**src/common/ccti_defines.svh**
```systemverilog
`ifndef CCTI_DEFINES_SVH
`define CCTI_DEFINES_SVH

// ****************************************************************
// Register byte offsets on the APB side.
// ****************************************************************
`define CCTI_OFF_CTRL 8'h00
`define CCTI_OFF_BITTIM 8'h04
`define CCTI_OFF_ERRCNT 8'h08
`define CCTI_OFF_STATUS 8'h0c
`define CCTI_OFF_CAUSE 8'h10
`define CCTI_OFF_INTCLR 8'h14
`define CCTI_OFF_OBJPEND 8'h18
`define CCTI_OFF_OBJIE 8'h1c

// ****************************************************************
// Control register fields.
// ****************************************************************
`define CCTI_CTRL_RUN 0
`define CCTI_CTRL_ERRIE 1
`define CCTI_CTRL_STATIE 2
`define CCTI_CTRL_GLOBIE 3

// ****************************************************************
// Bit timing register fields and reset values.
// ****************************************************************
`define CCTI_BT_PP_LSB 0
`define CCTI_BT_PH2_LSB 8
`define CCTI_BT_SJW_LSB 12
`define CCTI_BT_DIV_LSB 16
`define CCTI_BT_PP_RST 6'h04
`define CCTI_BT_PH2_RST 4'h1
`define CCTI_BT_SJW_RST 2'h0
`define CCTI_BT_DIV_RST 10'h001

// ****************************************************************
// Status register fields, limits and cause codes.
// ****************************************************************
`define CCTI_ST_TXOK 0
`define CCTI_ST_BUSERR 1
`define CCTI_ST_BUSOFF 2
`define CCTI_ST_PASSIVE 3
`define CCTI_ST_WARN 4
`define CCTI_ERR_PASSIVE_LIMIT 8'h80
`define CCTI_CAUSE_STATUS 16'h8000
`define CCTI_CAUSE_NONE 16'h0000

`endif

```
**src/common/ccti_pkg.sv**
```systemverilog
package ccti_pkg;

	// Field types shared by the core and the bit clock.
	typedef logic [5:0] ccti_pp_t;
	typedef logic [3:0] ccti_ph2_t;
	typedef logic [1:0] ccti_sjw_t;
	typedef logic [9:0] ccti_div_t;
	typedef logic [7:0] ccti_cnt_t;
	typedef logic [15:0] ccti_cause_t;

endpackage

```
**src/core/ccti_core.sv**
```systemverilog
`include "ccti_defines.svh"

// Contract
// - A nominal bit is combined quanta plus second phase plus one sync quantum.
// - The sync segment is exactly one quantum, added implicitly.
// - Quantum is the module clock divided by the programmed divider.
// - Combined length, second phase and jump width are held separately.
// - Software reads back bit timing with the meaning it wrote.
// - Disabling stops traffic handling but keeps all state intact; the code holds the bit clock counters at zero instead.
// - Enabling lets pending frames transmit and received frames be processed.
// - After reset, message processing is disabled.
// - Error counts are readable with an error-passive flag.
// - Software clears the status interrupt or one object interrupt by code.
// - Reading status clears a pending status interrupt.
// - Reading a message object clears its pending interrupt.
// - Error, status and global enables are set and cleared individually.
// - Nothing interrupts without the global enable.
// - Object transfers interrupt only with the object's own enable set.
// - Error interrupt on entering bus-off or an error limit.
// - Status interrupt on transfer completion or bus error.
// - Cause reads the status code, else the best pending object 1-32.
// - Lower object numbers have higher priority.
module ccti_core #(
	parameter int NUM_OBJ = 32
) (
	input wire logic clk,
	input wire logic rst,
	input wire logic psel,
	input wire logic penable,
	input wire logic pwrite,
	input wire logic [7:0] paddr,
	input wire logic [31:0] pwdata,
	output logic [31:0] prdata,
	output logic pready,
	output logic pslverr,
	input wire logic txDoneEvt,
	input wire logic busErrEvt,
	input wire logic busOff,
	input wire logic errWarn,
	input wire ccti_pkg::ccti_cnt_t rxErrCount,
	input wire ccti_pkg::ccti_cnt_t txErrCount,
	input wire logic [NUM_OBJ-1:0] objEvent,
	input wire logic objReadStrobe,
	input wire logic [4:0] objReadIdx,
	output logic procEnable,
	output ccti_pkg::ccti_pp_t propAndFirstPhaseQuanta,
	output ccti_pkg::ccti_ph2_t secondPhaseQuanta,
	output ccti_pkg::ccti_sjw_t resyncJumpWidth,
	output ccti_pkg::ccti_div_t quantumClockDivider,
	output logic quantumTick,
	output logic bitStart,
	output logic samplePoint,
	output logic irq
);
	import ccti_pkg::*;

	// ************************************************************
	// Local state.
	// ************************************************************
	logic errIntEn;
	logic statIntEn;
	logic globIntEn;
	logic [NUM_OBJ-1:0] objIntEn;
	logic [NUM_OBJ-1:0] objPend;
	logic statPend;
	logic errPend;
	logic txOkSeen;
	logic busErrSeen;
	logic busOffDly;
	logic warnDly;
	logic errPassive;
	logic setupPhase;
	logic accessPhase;
	logic wrAccess;
	logic rdAccess;
	logic addrHit;
	logic [31:0] next_prdata;
	logic [NUM_OBJ-1:0] objClr;
	logic statClr;
	logic errEvt;
	logic statEvt;
	ccti_cause_t causeCode;

	// ************************************************************
	// Helpers.
	// ************************************************************

	// Lowest numbered pending object wins; returns its 1-based number.
	function automatic ccti_cause_t lowest_pending(
		input logic [NUM_OBJ-1:0] pend
	);
		ccti_cause_t num;
		num = `CCTI_CAUSE_NONE;
		for (int i = NUM_OBJ - 1; i >= 0; i--) begin
			if (pend[i]) begin
				num = 16'(i + 1);
			end
		end
		return num;
	endfunction

	// True when the address names a mapped register.
	function automatic logic is_mapped(input logic [7:0] addr);
		logic hit;
		hit = 1'b0;
		unique case (addr)
			`CCTI_OFF_CTRL, `CCTI_OFF_BITTIM, `CCTI_OFF_ERRCNT,
			`CCTI_OFF_STATUS, `CCTI_OFF_CAUSE, `CCTI_OFF_INTCLR,
			`CCTI_OFF_OBJPEND, `CCTI_OFF_OBJIE: begin
				hit = 1'b1;
			end
			default: begin
				hit = 1'b0;
			end
		endcase
		return hit;
	endfunction

	// ************************************************************
	// APB phase decode.
	// ************************************************************

	// The slave never inserts wait states, so the access phase is one cycle.
	assign pready = 1'b1;
	assign setupPhase = psel && !penable;
	assign accessPhase = psel && penable;
	assign addrHit = is_mapped(paddr);
	assign wrAccess = accessPhase && pwrite && addrHit;
	assign rdAccess = accessPhase && !pwrite && addrHit;
	assign pslverr = accessPhase && !addrHit;

	// ************************************************************
	// Control and timing registers.
	// ************************************************************

	// Run and interrupt enables; each bit is written on its own position.
	always_ff @(posedge clk or posedge rst) begin
		if (rst) begin
			procEnable <= 1'b0;
			errIntEn <= 1'b0;
			statIntEn <= 1'b0;
			globIntEn <= 1'b0;
		end else if (wrAccess && paddr == `CCTI_OFF_CTRL) begin
			// Clearing run zeroes the bit clock counters; registers outside this word are untouched.
			procEnable <= pwdata[`CCTI_CTRL_RUN];
			errIntEn <= pwdata[`CCTI_CTRL_ERRIE];
			statIntEn <= pwdata[`CCTI_CTRL_STATIE];
			globIntEn <= pwdata[`CCTI_CTRL_GLOBIE];
		end
	end

	// Bit timing fields are kept apart and read back as stored.
	always_ff @(posedge clk or posedge rst) begin
		if (rst) begin
			propAndFirstPhaseQuanta <= `CCTI_BT_PP_RST;
			secondPhaseQuanta <= `CCTI_BT_PH2_RST;
			resyncJumpWidth <= `CCTI_BT_SJW_RST;
			quantumClockDivider <= `CCTI_BT_DIV_RST;
		end else if (wrAccess && paddr == `CCTI_OFF_BITTIM) begin
			propAndFirstPhaseQuanta <= pwdata[`CCTI_BT_PP_LSB +: 6];
			secondPhaseQuanta <= pwdata[`CCTI_BT_PH2_LSB +: 4];
			resyncJumpWidth <= pwdata[`CCTI_BT_SJW_LSB +: 2];
			quantumClockDivider <= pwdata[`CCTI_BT_DIV_LSB +: 10];
		end
	end

	// Per-object interrupt enables.
	always_ff @(posedge clk or posedge rst) begin
		if (rst) begin
			objIntEn <= '0;
		end else if (wrAccess && paddr == `CCTI_OFF_OBJIE) begin
			objIntEn <= pwdata[NUM_OBJ-1:0];
		end
	end

	// ************************************************************
	// Event capture.
	// ************************************************************

	// Edge detect on the error levels so one entry gives one event.
	always_ff @(posedge clk or posedge rst) begin
		if (rst) begin
			busOffDly <= 1'b0;
			warnDly <= 1'b0;
		end else begin
			busOffDly <= busOff;
			warnDly <= errWarn;
		end
	end

	assign errEvt = (busOff && !busOffDly) || (errWarn && !warnDly);
	assign statEvt = txDoneEvt || busErrEvt;
	assign errPassive = rxErrCount >= `CCTI_ERR_PASSIVE_LIMIT;

	// Clear strobes from the clear register, status reads and object reads.
	assign statClr = (wrAccess && paddr == `CCTI_OFF_INTCLR
		&& pwdata[15:0] == `CCTI_CAUSE_STATUS)
		|| (rdAccess && paddr == `CCTI_OFF_STATUS);

	// One clear line per object, from a cleared code or an object read.
	for (genvar g = 0; g < NUM_OBJ; g++) begin : gObjClr
		assign objClr[g] = (wrAccess && paddr == `CCTI_OFF_INTCLR
			&& pwdata[15:0] == 16'(g + 1))
			|| (objReadStrobe && objReadIdx == 5'(g));
	end

	// Object pending bits; a new transfer beats a clear in the same cycle.
	always_ff @(posedge clk or posedge rst) begin
		if (rst) begin
			objPend <= '0;
		end else begin
			objPend <= (objPend & ~objClr) | (objEvent & objIntEn);
		end
	end

	// Status-class pending and the latched event bits behind it.
	always_ff @(posedge clk or posedge rst) begin
		if (rst) begin
			statPend <= 1'b0;
			errPend <= 1'b0;
			txOkSeen <= 1'b0;
			busErrSeen <= 1'b0;
		end else begin
			statPend <= (statPend && !statClr) || statEvt;
			errPend <= (errPend && !statClr) || errEvt;
			txOkSeen <= (txOkSeen && !statClr) || txDoneEvt;
			busErrSeen <= (busErrSeen && !statClr) || busErrEvt;
		end
	end

	// ************************************************************
	// Cause and interrupt.
	// ************************************************************

	// Status cause first, else the lowest numbered pending object.
	always_comb begin
		if ((statPend && statIntEn) || (errPend && errIntEn)) begin
			causeCode = `CCTI_CAUSE_STATUS;
		end else begin
			causeCode = lowest_pending(objPend);
		end
	end

	// Registered level output; it drops one cycle after the last enabled source clears.
	always_ff @(posedge clk or posedge rst) begin
		if (rst) begin
			irq <= 1'b0;
		end else begin
			irq <= globIntEn && ((errIntEn && errPend)
				|| (statIntEn && statPend)
				|| (|objPend));
		end
	end

	// ************************************************************
	// Read data.
	// ************************************************************

	// Read data is captured in the setup cycle, so the access cycle
	// returns a stable registered word with no wait state.
	always_comb begin
		next_prdata = 32'h0000_0000;
		unique case (paddr)
			`CCTI_OFF_CTRL: begin
				next_prdata[`CCTI_CTRL_RUN] = procEnable;
				next_prdata[`CCTI_CTRL_ERRIE] = errIntEn;
				next_prdata[`CCTI_CTRL_STATIE] = statIntEn;
				next_prdata[`CCTI_CTRL_GLOBIE] = globIntEn;
			end
			`CCTI_OFF_BITTIM: begin
				next_prdata[`CCTI_BT_PP_LSB +: 6] = propAndFirstPhaseQuanta;
				next_prdata[`CCTI_BT_PH2_LSB +: 4] = secondPhaseQuanta;
				next_prdata[`CCTI_BT_SJW_LSB +: 2] = resyncJumpWidth;
				next_prdata[`CCTI_BT_DIV_LSB +: 10] = quantumClockDivider;
			end
			`CCTI_OFF_ERRCNT: begin
				next_prdata[7:0] = rxErrCount;
				next_prdata[15:8] = txErrCount;
				next_prdata[16] = errPassive;
			end
			`CCTI_OFF_STATUS: begin
				next_prdata[`CCTI_ST_TXOK] = txOkSeen;
				next_prdata[`CCTI_ST_BUSERR] = busErrSeen;
				next_prdata[`CCTI_ST_BUSOFF] = busOff;
				next_prdata[`CCTI_ST_PASSIVE] = errPassive;
				next_prdata[`CCTI_ST_WARN] = errWarn;
			end
			`CCTI_OFF_CAUSE: begin
				next_prdata[15:0] = causeCode;
			end
			`CCTI_OFF_OBJPEND: begin
				next_prdata[NUM_OBJ-1:0] = objPend;
			end
			`CCTI_OFF_OBJIE: begin
				next_prdata[NUM_OBJ-1:0] = objIntEn;
			end
			default: begin
				next_prdata = 32'h0000_0000;
			end
		endcase
	end

	// Unmapped and write-only addresses read as zero.
	always_ff @(posedge clk or posedge rst) begin
		if (rst) begin
			prdata <= 32'h0000_0000;
		end else if (setupPhase && !pwrite) begin
			prdata <= next_prdata;
		end
	end

	// ************************************************************
	// Quantum and bit clock.
	// ************************************************************

	// The bit clock only runs while processing is enabled.
	ccti_bit_clock uBitClock (
		.clk(clk),
		.rst(rst),
		.run(procEnable),
		.divider(quantumClockDivider),
		.propPhase1(propAndFirstPhaseQuanta),
		.phase2(secondPhaseQuanta),
		.quantumTick(quantumTick),
		.bitStart(bitStart),
		.samplePoint(samplePoint)
	);

endmodule

```
**src/core/ccti_bit_clock.sv**
```systemverilog
`include "ccti_defines.svh"

module ccti_bit_clock (
	input wire logic clk,
	input wire logic rst,
	input wire logic run,
	input wire ccti_pkg::ccti_div_t divider,
	input wire ccti_pkg::ccti_pp_t propPhase1,
	input wire ccti_pkg::ccti_ph2_t phase2,
	output logic quantumTick,
	output logic bitStart,
	output logic samplePoint
);
	import ccti_pkg::*;

	ccti_div_t divCnt;
	logic [6:0] quantaCnt;
	logic [6:0] bitQuanta;
	logic divWrap;
	logic bitWrap;

	// A divider of zero is taken as one so the quantum never stalls.
	assign divWrap = (divider == 10'h000) || (divCnt == divider - 10'h001);
	// Sync quantum plus the combined and second phase lengths.
	assign bitQuanta = 7'(propPhase1) + 7'(phase2) + 7'h01;
	assign bitWrap = (quantaCnt == bitQuanta - 7'h01);

	// Module clock divided down to one time quantum.
	always_ff @(posedge clk or posedge rst) begin
		if (rst) begin
			divCnt <= 10'h000;
		end else if (!run || divWrap) begin
			divCnt <= 10'h000;
		end else begin
			divCnt <= divCnt + 10'h001;
		end
	end

	// Quantum index within the nominal bit; index zero is the sync slot.
	always_ff @(posedge clk or posedge rst) begin
		if (rst) begin
			quantaCnt <= 7'h00;
		end else if (!run) begin
			quantaCnt <= 7'h00;
		end else if (divWrap) begin
			quantaCnt <= bitWrap ? 7'h00 : quantaCnt + 7'h01;
		end
	end

	// Strobes are registered so the engine sees clean one-cycle pulses.
	always_ff @(posedge clk or posedge rst) begin
		if (rst) begin
			quantumTick <= 1'b0;
			bitStart <= 1'b0;
			samplePoint <= 1'b0;
		end else begin
			quantumTick <= run && divWrap;
			bitStart <= run && divWrap && (quantaCnt == 7'h00);
			samplePoint <= run && divWrap && (quantaCnt == 7'(propPhase1));
		end
	end

endmodule

```
**config.mk**
```make
export PLATFORM = sky130hd
export DESIGN_NAME = ccti_core
export DESIGN_NICKNAME = d
export VERILOG_FILES = /design/src/common/ccti_pkg.sv /design/src/core/ccti_core.sv /design/src/core/ccti_bit_clock.sv
export VERILOG_INCLUDE_DIRS = /design/src /design/src/common
export SDC_FILE = /design/constraint.sdc
export NUM_CORES = 1
export LEC_CHECK = 0
export ABC_AREA = 1
export BUFFER_PORTS_ARGS = -buffer_cell sky130_fd_sc_hd__buf_4
export CAP_MARGIN = 30
export CELL_PAD_IN_SITES_DETAIL_PLACEMENT = 1
export CELL_PAD_IN_SITES_GLOBAL_PLACEMENT = 2
export CORE_MARGIN = 2
export CORE_UTILIZATION = 31
export CTS_CLUSTER_DIAMETER = 150
export DETAILED_ROUTE_END_ITERATION = 10
export PLACE_DENSITY_LB_ADDON = 0.1
export SLEW_MARGIN = 20
export SYNTH_ARGS = -nofsm -noshare
export SYNTH_HDL_FRONTEND = slang
export SYNTH_SLANG_ARGS = --single-unit
```
**constraint.sdc**
```tcl
create_clock -name clk -period 7 [get_ports clk]
set_clock_uncertainty 0.05 [all_clocks]
set_input_delay 1.4 -clock clk [delete_from_list [all_inputs] [get_ports clk]]
set_output_delay 1.4 -clock clk [all_outputs]
set_load 0.02 [all_outputs]
```
Word level (Yosys, flattened, before mapping)

Memories as Yosys holds them, arrays and structs flattened.
Index checks and enable logic that the tools add are counted.

Register bits: 149
Bits in read-only memories: 32
Input port bits: 103
Output and inout bits: 61
Logic and storage cells: 303
Memories kept: 1

Add/subtract/negate cells: 6
Order comparisons: 1
Equality and inequality tests: 75
Muxes and demuxes: 47
Bitwise operators: 4
Reduce and logical (&&, ||, !) cells: 146

Memories:

| name            | words | bits a word | read ports | clocked after memory_dff | wr ports | line             | text |
|---|---|---|---|---|---|---|---|
| (no name shown) | 32    | 1           | 1          | 0                        | 0        | ccti_core.sv:106 | `unique case (addr)` |

Operators with widths:

| operator             | number |
|---|---|
| $mux 16              | 32 |
| $eq 16x5->1 const B  | 16 |
| $eq 16x4->1 const B  | 8 |
| $logic_and 1x1->1    | 90 |
| $eq 5x5->1 const B   | 16 |
| $and 32x32->32       | 2 |
| $eq 16x3->1 const B  | 4 |
| $logic_or 1x1->1     | 43 |
| $eq 5x4->1 const B   | 8 |
| $eq 16x2->1 const B  | 2 |
| $eq 8x5->1 const B   | 4 |
| $not 32->32          | 1 |
| $or 32x32->32        | 1 |
| $reduce_or 32->1     | 1 |
| $pmux 6 s5           | 1 |
| $pmux 4 s7           | 1 |
| $pmux 9 s3           | 1 |
| $mux 7               | 3 |
| $eq 5x3->1 const B   | 4 |
| $eq 16x1->1 const B  | 1 |
| $eq 16x16->1 const B | 1 |
| $eq 16x6->1 const B  | 1 |
| $eq 8x4->1 const B   | 2 |
| $pmux 2 s4           | 2 |
| other kinds (26)     | 34 |

Logic depth before layout (Yosys ltp)

Depth in word-level cells: 34
Depth in mapped cells: 35
Gate-level depth less buffers: 35

By module

From an unflattened synthesis, not the netlist that was laid out.

Cell total of the unflattened synthesis: 1101
Area, all modules: 8344.3 sq um

By module, submodules not included:

| module         | instances | cells an instance | area each (sq um) | sequential area each (sq um) |
|---|---|---|---|---|
| ccti_core      | 1         | 839               | 6492.5            | 3231.8 |
| ccti_bit_clock | 1         | 262               | 1851.8            | 500.5 |

Least setup slack after synthesis

Ideal clock, no wire load.

Path type: input to output
Start: input port paddr[5]
End: output port pslverr
Arrival: 1.863 ns
Required time: 5.550 ns
Slack: 3.687 ns
Stages: 4
Path buffers: 0
Cell sequence: nor3_1 > nand2_1 > nand2_1 > inv_1

Cells in the longest elaborated chain, start to end: 4

Ends and longest elaborated chain:

| item               | line             | text |
|---|---|---|
| start: declaration | ccti_core.sv:31  | `input wire logic [7:0] paddr,` |
| $logic_not 3->1    | ccti_core.sv:106 |  |
| $mux 1             | ccti_core.sv:106 |  |
| $logic_not 1->1    | ccti_core.sv:130 | `assign pslverr = accessPhase && !addrHit;` |
| $logic_and 1x1->1  | ccti_core.sv:130 |  |
| end: declaration   | ccti_core.sv:35  | `output logic pslverr,` |

No other way between the ends.

Worst setup path in the final report

Start: input port pwdata[8]
End: register objPend[16]

Cells in the longest elaborated chain, start to end: 6

Ends and longest elaborated chain:

| item                   | line             | text |
|---|---|---|
| start: declaration     | ccti_core.sv:32  | `input wire logic [31:0] pwdata,` |
| $eq 16x5->1            | ccti_core.sv:203 | `&& pwdata[15:0] == 16'(g + 1))` |
| $logic_and 1x1->1      | ccti_core.sv:202 | `` assign objClr[g] = (wrAccess && paddr == `CCTI_OFF_INTCLR `` |
| $logic_or 1x1->1       | ccti_core.sv:202 |  |
| $not 32->32            | ccti_core.sv:212 | `objPend <= (objPend & ~objClr) \| (objEvent & objIntEn);` |
| $and 32x32->32         | ccti_core.sv:212 |  |
| $or 32x32->32          | ccti_core.sv:212 |  |
| end signal: assignment | ccti_core.sv:212 |  |
| end: declaration       | ccti_core.sv:64  | `logic [NUM_OBJ-1:0] objPend;` |

No other way between the ends.
A chain may end at the register's enable or synchronous reset.

==> reports/results.txt <==
post-CTS sizing: 0
Critical Path Max Stage Delay: 720 ps
Ports: 164
TritonCTS clock tree: done
CTS sink cnt: 149
Avg Inst Size Synth: 7.71 µm²
grt peak-use layer: met2
post-synthesis sequential area ratio: 46.9%
CP cell instances: buf_4, nor4_1, inv_1, nor4_1, inv_1, nor3_1, inv_1, o311ai_0, nand2_1
Worst VDD drop: 0.000113 V
clk buf depth: 2
Hold EP: prdata[29]
GRT Residual Overflow: 0
Mapped Cells: 1031
row cnt: 58
pwr/cell area: 202 nW/µm²
Final Hold Fails: 0
Post-Layout Inst Area: 10200 µm²
R2R Path Start: quantumClockDivider[0]
Routed WL per cell: 20.5 µm
Slew Limit Fails: 0
post-CTS setup buffers: 0
async set or reset register ratio after synthesis: 100%
post-synthesis cell area: 7950 µm²
post-DP HPWL: 24.9 mm
placed cell area: 9530 µm²
Final nets: 1302
Ys Warns: 0
initial core utilization: 31.6%
Critical Path Sink Type: flip-flop
worst slack, placed: 2930 ps
Worst EP required: 7240 ps
fill count: 3079
Synth Register Bits: 149
RSZ-0062 raised after global routing: false
most used cell along the critical path: inv_1
outcome: complete, no violations
total negative slack: 0 ps
Tot GR Track Use: 23.7%
met3 usage: 3.41%
Pre-antenna DRT Iters: 5
worst endpoint data arrival time: 3870 ps
RR Endpoint: uBitClock.divCnt[7]
Die X: 164 µm
final setup margin: 3370 ps
Worst Tran Pin Value: 930 ps
hold path depth: 2
setup violators final: 0
final period utilization: 51.9%
fmax: 275 MHz
Top FF cell, synth: dfrtp_1
Max Cap Viol: 0
CP Max Fanout: 4
Synth Net Count: 1143
via/cell ratio: 5.00
Hold WC Path Type: reg -> reg
antenna violations before repair: 0
CP max stage cell: nor4_1
antenna cell count: 0
first-pass GRT wire length: 47.0 mm
worst reg-to-reg setup slack: 3850 ps
Period minus WS final: 3630 ps
share of cells above drive strength 1: 17.6%
CTS root buf: clkbuf_16
Inserted Clock Buffers: 17
largest net degree at the start of global routing: 66
Hold WS: 432 ps
CP Class: in -> reg
post-synth cell types: 43
die height: 164 µm
cts hold-fix bufs: 0
EDFF count, synth: 0
critical path startpoint category: input port
Vias: 7656
DIE AREA: 27000 µm²
Final ANT Viol Nets: 0
Routed Wire Length: 31.4 mm
vias in the first global route: 7796
drt drc: 0
GP Congestion: 0.863
R2R depth: 12
CORE AREA: 25200 µm²
H-tree depth: 4
area delta synth->final: 27.8%
worst relative slew slack: 37.4%
GR Layer Usage met2: 37.5%
GR Util met1: 33.9%
leak pwr: 5.03 nW
Hold Path Origin: prdata[29]
number of port buffers: 162
Clock Latency Late Sink: 430 ps
clock slew at reported path FFs: 60 ps
Starting DRT DRC Count: 556
==> synthesized netlist by cell type, types with 2 or more instances <==
library cell,instances,area [µm²]
nand2_1,290,1090
inv_1,150,563
dfrtp_1,146,3650
o21ai_0,95,475
nor2_1,88,330
nand3_1,32,160
clkbuf_1,26,97.6
a21oi_1,25,125
xor2_1,23,201
o22ai_1,18,113
o221ai_1,17,149
nor3_1,16,80.1
a221oi_1,15,131
nor4_1,10,62.6
o311ai_0,10,87.6
ha_1,8,100
xnor2_1,8,70.1
o211ai_1,7,52.6
nand4_1,6,37.5
and3_1,4,25.0
o2111ai_1,4,35.0
a211oi_1,3,22.5
dfstp_2,3,78.8
o31ai_1,3,22.5
a32o_1,2,20.0
buf_2,2,10.0
clkinv_1,2,7.51
o21ai_1,2,10.0
or2_2,2,12.5
==> cells by family after synthesis <==
logic type / share of synthesized area (%)
xor+xnor: 3.41
simple gates: 22.8
buf+inv: 8.81
mux: 0.142
flops: 46.9
fa+ha+maj: 1.51
other cells: 0.0472
compound gates: 16.4
==> cell usage in the layout (no fill, tap or decap), types with 4 or more instances in the layout <==
| cell | n |
|---|---|
| nand2_1 | 289 |
| buf_4 | 169 |
| inv_1 | 149 |
| dfrtp_1 | 146 |
| o21ai_0 | 95 |
| nor2_1 | 87 |
| nand3_1 | 32 |
| a21oi_1 | 25 |
| xor2_1 | 23 |
| o22ai_1 | 18 |
| o221ai_1 | 17 |
| clkbuf_16 | 17 |
| nor3_1 | 16 |
| a221oi_1 | 15 |
| nor4_1 | 10 |
| o311ai_0 | 10 |
| xnor2_1 | 8 |
| ha_1 | 8 |
| o211ai_1 | 7 |
| nand4_1 | 6 |
| and3_1 | 4 |
| o2111ai_1 | 4 |
| bufinv_16 | 4 |
==> how the worst max path moves through the flow <==
| stage | end | from | cells after the start |
|---|---|---|---|
| floorplan | busErrSeen | rst | 1 |
| global placement | quantumClockDivider[0] | paddr[5] | 8 |
| CTS | pslverr | paddr[5] | 6 |
| finish | objPend[16] | pwdata[8] | 9 |
| detailed placement | objPend[8] | pwdata[8] | 9 |
| global route | objPend[24] | pwdata[8] | 9 |
==> final cells by class <==
type / count / area, µm² / area share (%)
Clock inverter: 11 / 173 / 1.70
Sequential cell: 149 / 3730 / 36.7
Inverter: 153 / 579 / 5.70
Clock buffer: 20 / 457 / 4.49
Timing Repair Buffer: 170 / 1280 / 12.6
Tap cell: 330 / 413 / 4.06
Multi-Input combinational cell: 699 / 3520 / 34.7
==> metal layers <==
metal / part of all wire [%] / wire [µm]
met1: 48 / 15100
met2: 45 / 14200
met3: 4.6 / 1460
met4: 1.8 / 573
met5: 0 / 0
==> worst max-delay path, delay by kind of cell <==
kind            cells  cell delay (ps)
buf+inv             4              650
simple gates        4             1490
compound gates      1              330
==> power breakdown <==
group / switching, mW / internal, mW
clock network: 0.392 / 0.617
registers: 0.00611 / 0.869
logic: 0.104 / 0.0621
total: 0.502 / 1.55
==> sequential cells by signal, indices dropped and copies added, names as in the netlist, 2 cells and up <==
name                     count
propAndFirstPhaseQuanta      6
uBitClock.quantaCnt          7
quantumClockDivider         10
objPend                     32
objIntEn                    32
prdata                      32
uBitClock.divCnt            10
resyncJumpWidth              2
secondPhaseQuanta            4
==> per-stage QoR <==
step                cells  power (mW)  utilization (%)
finish               1532        2.05             40.4
floorplan            1031       0.965                -
global route         1532        2.12             40.4
detailed placement   1501        1.06             37.9
global placement     1500        1.06             37.8
CTS                  1532        2.07             40.4
No activity file was read; power rests on OpenSTA's default activity.
